==> src/rtl/kspc_defines.vh <==
// constants for the knock processor serial configuration block
// included by kspc_top.v
`ifndef KSPC_DEFINES_VH
`define KSPC_DEFINES_VH

`define KSPC_WORD_BITS 8
`define KSPC_VAL6_BITS 6
`define KSPC_VAL5_BITS 5
`define KSPC_ADR2_KNOCK 2'b00
`define KSPC_ADR2_REF 2'b01
`define KSPC_ADR2_GAIN 2'b10
`define KSPC_ADR3_TC 3'b110
`define KSPC_ADR3_TEST 3'b111
// fields of the test/channel value
`define KSPC_TST_TA 4
`define KSPC_TST_TB 3
`define KSPC_TST_TC 2
`define KSPC_TST_CS 1
`define KSPC_TST_CA 0
// reset values of the settings
`define KSPC_RST_VAL6 6'h00
`define KSPC_RST_VAL5 5'h00
`define KSPC_RST_TEST 5'h10
// timing
`define KSPC_CLK_HZ 100000000
`define KSPC_SCF_HZ 200000
`define KSPC_SCF_DIV (`KSPC_CLK_HZ / `KSPC_SCF_HZ)
`define KSPC_INT_RST_US 20
`define KSPC_INT_RST_CYC ((`KSPC_INT_RST_US * `KSPC_CLK_HZ) / 1000000)

`endif

==> src/rtl/kspc_sync.v <==
// two-flop synchroniser for pins arriving from outside the clk domain
// assumes a single free-running clk; synchronous active-high reset
`timescale 1ns/10ps
module kspc_sync #(
  parameter WIDTH = 1,
  parameter [WIDTH-1:0] RST_VAL = {WIDTH{1'b0}}
) (
  input wire clk, // system clock
  input wire srst, // synchronous reset
  input wire [WIDTH-1:0] d, // asynchronous inputs
  output reg [WIDTH-1:0] q // synchronised outputs
);
  reg [WIDTH-1:0] meta_r;

  always @(posedge clk)
  begin
    if (srst)
    begin
      meta_r <= RST_VAL;
      q <= RST_VAL;
    end
    else
    begin
      meta_r <= d;
      q <= meta_r;
    end
  end
endmodule

==> src/rtl/kspc_top.v <==
// serial programming front end and mode gating of the knock processor
// host drives sck/mosi/cs_n asynchronously; clk is much faster than sck
`timescale 1ns/10ps
`include "kspc_defines.vh"
module kspc_top (
  input wire clk, // system clock, 100 MHz
  input wire srst, // synchronous reset, active high
  input wire sck, // serial clock from host
  input wire mosi, // serial data from host
  input wire cs_n, // chip select, active low
  input wire int_hold, // high integrate, low hold
  input wire test_n, // low selects test mode
  output wire miso_o, // open-drain data out level, always 0
  output wire miso_oe, // high while pulling miso low
  output reg [5:0] knock_freq, // active knock filter step
  output reg [5:0] ref_freq, // active reference filter step
  output reg [5:0] atten_step, // active balance attenuation step
  output reg [4:0] int_tc, // active integrator time constant step
  output reg [5:0] knock_gain, // knock path gain step, 0 is unity
  output reg [5:0] ref_gain, // reference path gain step, 0 is unity
  output reg sensor_sel, // sensor channel feeding both filters
  output reg [2:0] test_src, // test mux source code ta,tb,tc
  output reg [2:0] out_src, // integrator_output source
  output reg in_amp_pd, // input amplifiers powered down
  output reg out_buf_pd, // output buffer powered down
  output reg integrating, // integrate mode active
  output reg integ_reset, // integrator reset pulse
  output reg scf_clk // switched-capacitor clock
);
  // out_src codes
  localparam [2:0] SRC_INTEG = 3'd0;
  localparam [2:0] SRC_KRECT = 3'd1;
  localparam [2:0] SRC_REF = 3'd2;
  localparam [2:0] SRC_KFILT = 3'd3;
  localparam [2:0] SRC_RFILT = 3'd4;
  localparam [2:0] SRC_AAF = 3'd5;
  // mode states
  localparam [1:0] ST_HOLD = 2'b01;
  localparam [1:0] ST_INTEG = 2'b10;
  localparam RST_CNT_W = 12;
  localparam integer RST_CYC_I = `KSPC_INT_RST_CYC;
  localparam integer SCF_HALF_I = (`KSPC_SCF_DIV) / 2;
  // cut on purpose: both counts fit their counters
  localparam [RST_CNT_W-1:0] RST_CYC = RST_CYC_I[RST_CNT_W-1:0];
  localparam [7:0] SCF_HALF = SCF_HALF_I[7:0];

  //////////////////////////////////////////////////////////////////////
  // pin synchronisation

  wire sck_s;
  wire mosi_s;
  wire cs_n_s;
  wire ih_s;
  wire test_n_s;

  kspc_sync #(
    .WIDTH(5),
    .RST_VAL(5'b1_1101)
  ) u_sync (
    .clk(clk),
    .srst(srst),
    .d({sck, cs_n, mosi, int_hold, test_n}),
    .q({sck_s, cs_n_s, mosi_s, ih_s, test_n_s})
  );

  // device only listens; miso never pulled low
  assign miso_o = 1'b0;
  assign miso_oe = 1'b0;

  //////////////////////////////////////////////////////////////////////
  // serial receiver

  reg sck_d_r;
  reg ih_d_r;
  reg [7:0] shift_r;
  reg [2:0] bit_cnt_r;
  reg word_done_r;
  reg [7:0] word_r;

  wire sck_rise = sck_s & ~sck_d_r;

  always @(posedge clk)
  begin
    if (srst)
    begin
      sck_d_r <= 1'b1;
      shift_r <= 8'h00;
      bit_cnt_r <= 3'd0;
      word_done_r <= 1'b0;
      word_r <= 8'h00;
    end
    else
    begin
      sck_d_r <= sck_s;
      word_done_r <= 1'b0;
      if (cs_n_s)
      begin
        bit_cnt_r <= 3'd0;
      end
      else if (sck_rise)
      begin
        shift_r <= {shift_r[6:0], mosi_s};
        bit_cnt_r <= bit_cnt_r + 3'd1;
        if (bit_cnt_r == 3'd7)
        begin
          word_r <= {shift_r[6:0], mosi_s};
          word_done_r <= 1'b1;
        end
      end
    end
  end

  //////////////////////////////////////////////////////////////////////
  // pending copies and mode

  reg [5:0] knock_p_r;
  reg [5:0] ref_p_r;
  reg [5:0] gain_p_r;
  reg [4:0] tc_p_r;
  reg [4:0] test_p_r;
  reg [4:0] test_a_r;
  reg [1:0] mode_r;
  reg [RST_CNT_W-1:0] rst_cnt_r;

  wire ih_rise = ih_s & ~ih_d_r;
  wire hold_entry = ~ih_s & ih_d_r;
  wire load_now = (mode_r == ST_HOLD) & ~ih_s;

  always @(posedge clk)
  begin
    if (srst)
    begin
      knock_p_r <= `KSPC_RST_VAL6;
      ref_p_r <= `KSPC_RST_VAL6;
      gain_p_r <= `KSPC_RST_VAL6;
      tc_p_r <= `KSPC_RST_VAL5;
      test_p_r <= `KSPC_RST_TEST;
    end
    else if (word_done_r)
    begin
      if (word_r[7:6] == `KSPC_ADR2_KNOCK)
        knock_p_r <= word_r[5:0];
      else if (word_r[7:6] == `KSPC_ADR2_REF)
        ref_p_r <= word_r[5:0];
      else if (word_r[7:6] == `KSPC_ADR2_GAIN)
        gain_p_r <= word_r[5:0];
      else if (word_r[7:5] == `KSPC_ADR3_TC)
        tc_p_r <= word_r[4:0];
      else
        test_p_r <= word_r[4:0];
    end
  end

  always @(posedge clk)
  begin
    if (srst)
    begin
      ih_d_r <= 1'b0;
      mode_r <= ST_HOLD;
      rst_cnt_r <= {RST_CNT_W{1'b0}};
      integ_reset <= 1'b0;
      integrating <= 1'b0;
      knock_freq <= `KSPC_RST_VAL6;
      ref_freq <= `KSPC_RST_VAL6;
      atten_step <= `KSPC_RST_VAL6;
      int_tc <= `KSPC_RST_VAL5;
      test_a_r <= `KSPC_RST_TEST;
    end
    else
    begin
      ih_d_r <= ih_s;
      integrating <= ih_s;
      case (mode_r)
        ST_HOLD:
          if (ih_s)
            mode_r <= ST_INTEG;
        ST_INTEG:
          if (~ih_s)
            mode_r <= ST_HOLD;
        default:
          mode_r <= ST_HOLD;
      endcase
      // integrator reset for the settle time after integrate starts
      if (ih_rise)
      begin
        rst_cnt_r <= RST_CYC;
        integ_reset <= 1'b1;
      end
      else if (rst_cnt_r > 1)
        rst_cnt_r <= rst_cnt_r - 1'b1;
      else
      begin
        rst_cnt_r <= {RST_CNT_W{1'b0}};
        integ_reset <= 1'b0;
      end
      // one cycle after the pending write so the new word is visible
      if (hold_entry | load_now)
      begin
        knock_freq <= knock_p_r;
        ref_freq <= ref_p_r;
        atten_step <= gain_p_r;
        int_tc <= tc_p_r;
        test_a_r <= test_p_r;
      end
    end
  end

  //////////////////////////////////////////////////////////////////////
  // balance, channel and test routing

  reg [2:0] src_nxt;

  always @*
  begin
    src_nxt = SRC_INTEG;
    if (~test_n_s)
    begin
      case ({test_a_r[`KSPC_TST_TB], test_a_r[`KSPC_TST_TC]})
        2'b00: src_nxt = test_a_r[`KSPC_TST_CS] ? SRC_REF : SRC_KRECT;
        2'b01: src_nxt = test_a_r[`KSPC_TST_CS] ? SRC_RFILT : SRC_KFILT;
        2'b10: src_nxt = SRC_AAF;
        default: src_nxt = SRC_INTEG;
      endcase
    end
  end

  always @(posedge clk)
  begin
    if (srst)
    begin
      knock_gain <= 6'h00;
      ref_gain <= 6'h00;
      sensor_sel <= 1'b0;
      test_src <= 3'b000;
      out_src <= SRC_INTEG;
      in_amp_pd <= 1'b0;
      out_buf_pd <= 1'b0;
    end
    else
    begin
      knock_gain <= test_a_r[`KSPC_TST_CA] ? 6'h00 : atten_step;
      ref_gain <= test_a_r[`KSPC_TST_CA] ? atten_step : 6'h00;
      sensor_sel <= test_a_r[`KSPC_TST_CS];
      test_src <= test_a_r[4:2];
      out_src <= src_nxt;
      in_amp_pd <= ~test_n_s & ~test_a_r[`KSPC_TST_TA];
      out_buf_pd <= (src_nxt == SRC_AAF);
    end
  end

  //////////////////////////////////////////////////////////////////////
  // switched-capacitor sampling clock

  reg [7:0] scf_cnt_r;

  always @(posedge clk)
  begin
    if (srst)
    begin
      scf_cnt_r <= 8'h00;
      scf_clk <= 1'b0;
    end
    else if (scf_cnt_r == SCF_HALF - 8'd1)
    begin
      scf_cnt_r <= 8'h00;
      scf_clk <= ~scf_clk;
    end
    else
      scf_cnt_r <= scf_cnt_r + 8'd1;
  end
endmodule

==> config.mk <==
export PLATFORM = sky130hd
export DESIGN_NAME = kspc_top
export DESIGN_NICKNAME = d
export VERILOG_FILES = /design/src/rtl/kspc_sync.v /design/src/rtl/kspc_top.v
export VERILOG_INCLUDE_DIRS = /design/src /design/src/rtl
export SDC_FILE = /design/constraint.sdc
export NUM_CORES = 1
export LEC_CHECK = 0
export ABC_AREA = 1
export BUFFER_PORTS_ARGS = -buffer_cell sky130_fd_sc_hd__buf_2
export CELL_PAD_IN_SITES_DETAIL_PLACEMENT = 1
export CELL_PAD_IN_SITES_GLOBAL_PLACEMENT = 2
export CORE_ASPECT_RATIO = 1.5
export CORE_UTILIZATION = 34
export DETAILED_ROUTE_END_ITERATION = 8
export GPL_ROUTABILITY_DRIVEN = 0
export MAX_ROUTING_LAYER = met4
export PLACE_DENSITY_LB_ADDON = 0.1
export SLEW_MARGIN = 10
export SYNTH_ARGS = -nofsm -noshare
export SYNTH_HDL_FRONTEND = slang
export SYNTH_SLANG_ARGS = --single-unit
==> constraint.sdc <==
create_clock -name clk -period 1.74 [get_ports clk]
set_input_delay 0.261 -clock clk [delete_from_list [all_inputs] [get_ports clk]]
set_output_delay 0.261 -clock clk [all_outputs]
set_load 0.1 [all_outputs]
**Yosys cells after proc, flatten, opt, wreduce, memory -nomap -nowiden**

Index checks and enable logic that the tools add are counted.

- Register bits after elaboration: 132
- Bits of input ports: 7
- Output and inout port bits: 49
- Word-level logic and storage cells: 96

- Add/sub/neg operators: 3
- Magnitude comparators: 1
- Equality and inequality tests: 13
- Muxes and demuxes: 12
- Bitwise operators: 20
- Reductions and logical operators: 16

Operators with widths:

| operator | count |
|---|---|
| 11-bit 2-to-1 mux | 2 |
| 1-bit inverter | 14 |
| 12-bit by 1-bit > comparator with 1-bit output (second input constant) | 1 |
| 12-bit by 1-bit subtractor with 12-bit output (second input constant) | 1 |
| 5-bit AND reduction | 2 |
| 3-bit == test (second input constant) | 3 |
| 3-bit one-hot mux with 3 select lines | 1 |
| 8-bit by 1-bit adder with 8-bit output (second input constant) | 1 |
| 8-bit == test (second input constant) | 1 |
| 2-bit OR reduction | 4 |
| 2-bit by 1-bit == test with 1-bit output (second input constant) | 3 |
| 2-bit == test (second input constant) | 3 |
| 2-bit 2-to-1 mux | 3 |
| 3-bit 2-to-1 mux | 2 |
| 2-bit AND reduction | 3 |
| 3-bit AND reduction | 2 |
| 3-bit OR reduction | 2 |
| 1-bit AND | 5 |
| 2-bit logical NOT | 2 |
| 2-bit != test (second input constant) | 2 |
| 2-bit one-hot mux with 2 select lines | 1 |
| 4-bit AND reduction | 1 |
| 3-bit by 1-bit adder with 3-bit output (second input constant) | 1 |
| 1-bit 2-to-1 mux | 3 |
| other kinds (2) | 2 |

**Logic depth before layout (Yosys ltp)**

- Word-level depth: 4
- Mapped depth: 9
- Depth with buffers taken out: 9

**By module**

A second synthesis with hierarchy kept.

- Cells, all modules: 578
- Area, all modules: 4,882.2 µm²

By module, submodules not included:

| module | times used | cells each | area each (µm²) | sequential area each (µm²) |
|---|---|---|---|---|
| kspc_top | 1 | 547 | 4,600.7 | 2,442.3 |
| kspc_sync | 1 | 31 | 281.5 | 200.2 |

**Worst setup path before layout**

No wires, ideal clock.

- Path kind: register to register
- Start: register ih_d_r
- End: register knock_freq[4]
- Library setup time: 117 ps
- Data arrival time: 1,544 ps
- Required time: 1,623 ps
- Setup slack: 79 ps
- Cell stages (with the launch flop): 5
- Path buffers: 1
- Clock period less this slack: 1,661 ps
- Cell sequence: dfxtp_1 o21ai_4 buf_2 o21ai_0 nor2_1

- Word-level cells in the longest chain between the ends: 2

RTL lines:

| what | line | text |
|---|---|---|
| start: declaration | kspc_top.v:74 | `reg ih_d_r;` |
| start signal: assignment | kspc_top.v:171 | `ih_d_r <= ih_s;` |
| 1-bit AND | kspc_top.v:126 | `wire hold_entry = ~ih_s & ih_d_r;` |
| 1-bit OR | kspc_top.v:197 | `if (hold_entry \| load_now)` |
| end signal: assignment | kspc_top.v:163 | `` knock_freq <= `KSPC_RST_VAL6; `` |
| end signal: assignment | kspc_top.v:199 | `knock_freq <= knock_p_r;` |
| end: declaration | kspc_top.v:15 | `output reg [5:0] knock_freq,` |

No other way between the ends.
A chain may end at the register's enable or synchronous reset.

**Final worst setup path**

- Start: register word_r[7]
- End: register knock_p_r[3]

- Word-level cells in the longest chain between the ends: 2

RTL lines:

| what | line | text |
|---|---|---|
| start: declaration | kspc_top.v:78 | `reg [7:0] word_r;` |
| start signal: assignment | kspc_top.v:106 | `word_r <= {shift_r[6:0], mosi_s};` |
| 2-bit logical NOT (no source line) | -- |  |
| 2-bit AND reduction (no source line) | -- |  |
| end signal: assignment | kspc_top.v:133 | `` knock_p_r <= `KSPC_RST_VAL6; `` |
| end signal: assignment | kspc_top.v:142 | `knock_p_r <= word_r[5:0];` |
| end: declaration | kspc_top.v:116 | `reg [5:0] knock_p_r;` |

No other way between the ends.

==> Implementation_results.wiki <==
{| class="wikitable"
! Metric !! Value
|-
| Status || completed
|-
| Drt initial violations || 66
|-
| Commonest cells after routing, fill and taps aside || dfxtp_1, nor2_1, nand2_1
|-
| Overall routed net length || 10.95 mm
|-
| Core Region || 13660 um^2
|-
| Slowest-stage cell, CP || dfxtp_1
|-
| Yosys warns || 0
|-
| Drc violations || 0
|-
| Via density || 4.705
|-
| Port bufs || 53
|-
| Final-layout fill cell count || 1670
|-
| Start point of the critical path || word_r[7]
|-
| Global-route met2 utilization || 29.76%
|-
| WP data required || 2.02 ns
|-
| RSZ-0062 raised after global routing || no
|-
| Setup-failing EPs final || 0
|-
| Clock Latency Late Sink || 0.41 ns
|-
| Dominant combinational cell family by area after synthesis || simple AND/OR/NAND/NOR gates
|-
| Max-capacitance violation count || 0
|-
| Total negative setup slack || 0 ns
|-
| Post-Syn Instances || 576
|-
| Launch point of the worst hold path || cs_n
|-
| Element type at the critical path start || flop
|-
| Upper clock frequency limit || 0.6264 GHz
|-
| Cell Area, Placed || 5243 um^2
|-
| Nets || 656
|-
| Final Cycle Share || 91.75%
|-
| Met1 layer usage reported by global route || 17.14%
|-
| Compound-cell area share of the yosys netlist || 12.56%
|-
| Most common cell after layout, fill and taps aside || dfxtp_1
|-
| Post-synthesis average cell area || 8.372 um^2
|-
| Data arrival, critical path || 1.88 ns
|-
| Clock tree from TritonCTS || done
|-
| Met3 usage || 3.877%
|-
| Largest clock skew in the final design || 0.009624 ns
|-
| Distinct cell type count after synthesis || 37
|-
| Worst Setup End Kind || flop
|-
| Via count || 3830
|-
| Area share of xor/xnor cells in the synthesized design || 1.090%
|-
| Portion of netlist area occupied by mux cells || 0%
|-
| Initial antenna violation count || 0
|-
| Final count of pins violating max slew || 0
|-
| Fin area || 5867 um^2
|-
| Critical setup path kind || flop to flop
|-
| Number of global-route vias before repair || 3873
|-
| Detailed-router iteration count before antenna repair || 4
|-
| Boundary Pins || 56
|-
| Power density normalized to cell area || 1425 nW/um^2
|-
| Slowest stage delay, CP || 0.39 ns
|-
| Share of synthesized cell area in and, or, nand and nor gates || 22.11%
|-
| VDD IR-drop max || 0.4764 mV
|-
| Final hold viol count || 0
|-
| GRT overflow || 0
|-
| Die extent in y || 147.9 um
|-
| Most utilized layer in the global route result || met2
|-
| Launch point of the worst reg-to-reg path || word_r[7]
|-
| Die extent in x || 99.24 um
|-
| Hold/Removal Path Class || input pin to flop
|-
| Overall die area || 14670 um^2
|-
| Placed wire-length estimate after detailed placement || 7.850 mm
|-
| Area Overhead vs Synth || 21.67%
|-
| Largest net degree at the start of global routing || 57
|-
| Post-detailed-route count of antenna-violating nets || 0
|-
| Total inserted antenna cells || 0
|-
| Post-CTS clock slew at the launch and capture registers of the worst setup and hold paths || 0.06 ns
|-
| Smallest hold slack || 0.03208 ns
|-
| Post-CTS Resized || 0
|-
| Post-Synthesis Cell Area || 4822 um^2
|-
| Adder-cell share of the synthesized area || 2.335%
|-
| Tmin final || 1.596 ns
|-
| Leakage power total || 2.606 nW
|-
| Routed wire length per instance || 13.46 um
|-
| CTS Sinks || 132
|-
| Global-route total usage across every layer || 16.52%
|-
| # H-tree levels || 4
|-
| Cts bufs inserted || 17
|-
| Maximum fanout encountered on the critical timing path || 10
|-
| Register bit count reported by yosys || 132
|-
| First-pass GRT wire length || 18.34 mm
|-
| Root buffer cell || clkbuf_16
|-
| Maximum number of buffers from clock root to sink || 2
|-
| Count of hold buffers inserted by post-cts repair || 0
|-
| Share of post-route cells with drive strength above 1 || 20.40%
|-
| Sequential-to-total area share from yosys stat || 54.80%
|-
| Placement row count || 52
|-
| Cell chain of the critical path || inv_1 > ha_1 > nand2_1 > clkinv_1 > o21ai_0 > a21oi_1
|-
| Starting utilization of the core area || 35.29%
|}
-- timing repair --
item                                    CTS  global route
setup buffers                             0             5
endpoints found under the setup margin    0            11
hold endpoints to repair                  0             0
-- kinds of logic after synthesis --
kind of cell	after synthesis
simple gates	234
flops	132
compound gates	114
buf+inv	80
fa+ha+maj	9
xor+xnor	6
other cells	1
-- worst paths after layout --
check                endpoint  slack [ns]  cells past startpoint
max              knock_p_r[3]        0.14                      6
min          u_sync.meta_r[3]        0.03                      2
min reg2reg       u_sync.q[3]        0.41                      1
max reg2reg      knock_p_r[3]        0.14                      6
-- metal layers --
layer	up-vias	routed length, um
met3	13	232
met1	1816	4646
li1	1957	-
met4	0	174
met2	44	5900
met5	-	0
-- worst max-delay path, delay by kind of cell (launching register included) --
kind	cells	cell delay, ns
fa+ha+maj	1	0.26
compound gates	2	0.35
simple gates	1	0.13
flops	1	0.39
buf+inv	2	0.33
-- cell usage after synthesis --
master,number,area share [%]
nor2_2,8,1.0
inv_2,6,0.47
buf_6,1,0.23
nand2_4,2,0.47
o21ai_0,58,6.0
nand4_4,1,0.44
nand2_2,1,0.13
o21bai_1,1,0.16
a21oi_4,1,0.34
o211ai_2,1,0.26
nand2_1,61,4.7
nor2_8,1,0.42
nand3_2,2,0.42
nor3b_1,2,0.31
nor3_1,4,0.42
dfxtp_1,132,55
buf_4,4,0.62
nor2_4,2,0.47
o21ai_4,1,0.34
buf_2,10,1.0
nor2_1,111,8.6
nand3b_1,1,0.16
conb_1,1,0.078
a21oi_1,41,4.3
nand3_1,27,2.8
xor2_1,4,0.73
clkbuf_1,4,0.31
xnor2_1,2,0.36
o21ai_1,10,1.0
inv_1,51,4.0
clkinv_1,1,0.078
nand3_4,1,0.36
o31ai_1,1,0.16
clkinv_2,1,0.10
clkbuf_2,2,0.21
ha_1,9,2.3
or2_2,10,1.3
-- report_power, final --
group,internal (mW),switching (mW),leakage (nW)
sequential,3.22,0.129,1.07
clock,2.24,1.27,0.284
combinational,0.430,1.07,1.25
total,5.89,2.47,2.61
-- sequential cells by signal, summed over array words and instances, names as in the netlist, 6 cells and up --
| name | count |
|---|---|
| rst_cnt_r | 12 |
| shift_r | 7 |
| knock_freq | 6 |
| atten_step | 6 |
| ref_p_r | 6 |
| knock_p_r | 6 |
| word_r | 8 |
| gain_p_r | 6 |
| ref_freq | 6 |
| knock_gain | 6 |
| scf_cnt_r | 8 |
| ref_gain | 6 |
-- layout make-up --
| type | count | area [um^2] | area share, % |
|---|---|---|---|
| sequential | 132 | 2643 | 45.04 |
| multi-input combinational | 365 | 1844 | 31.44 |
| clock buffer | 22 | 484.2 | 8.253 |
| timing repair buffer | 65 | 367.9 | 6.270 |
| inverter | 59 | 222.7 | 3.796 |
| tap | 162 | 202.7 | 3.455 |
| clock inverter | 9 | 102.6 | 1.749 |
-- through the flow --
step / std cells / power, mW / setup slack, ns / util [%]
3_3_place_gp: 778 / 4.882 / 0.1974 / 38.37
3_5_place_dp: 778 / 4.934 / 0.1035 / 38.37
5_1_grt: 814 / 8.799 / 0.004972 / 42.94
4_1_cts: 809 / 8.488 / 0.07602 / 42.66
2_1_floorplan: 577 / 4.632 / 0.07907 / -
6_report: 814 / 8.358 / 0.1435 / 42.94
Power figures use the tool's default switching activity.
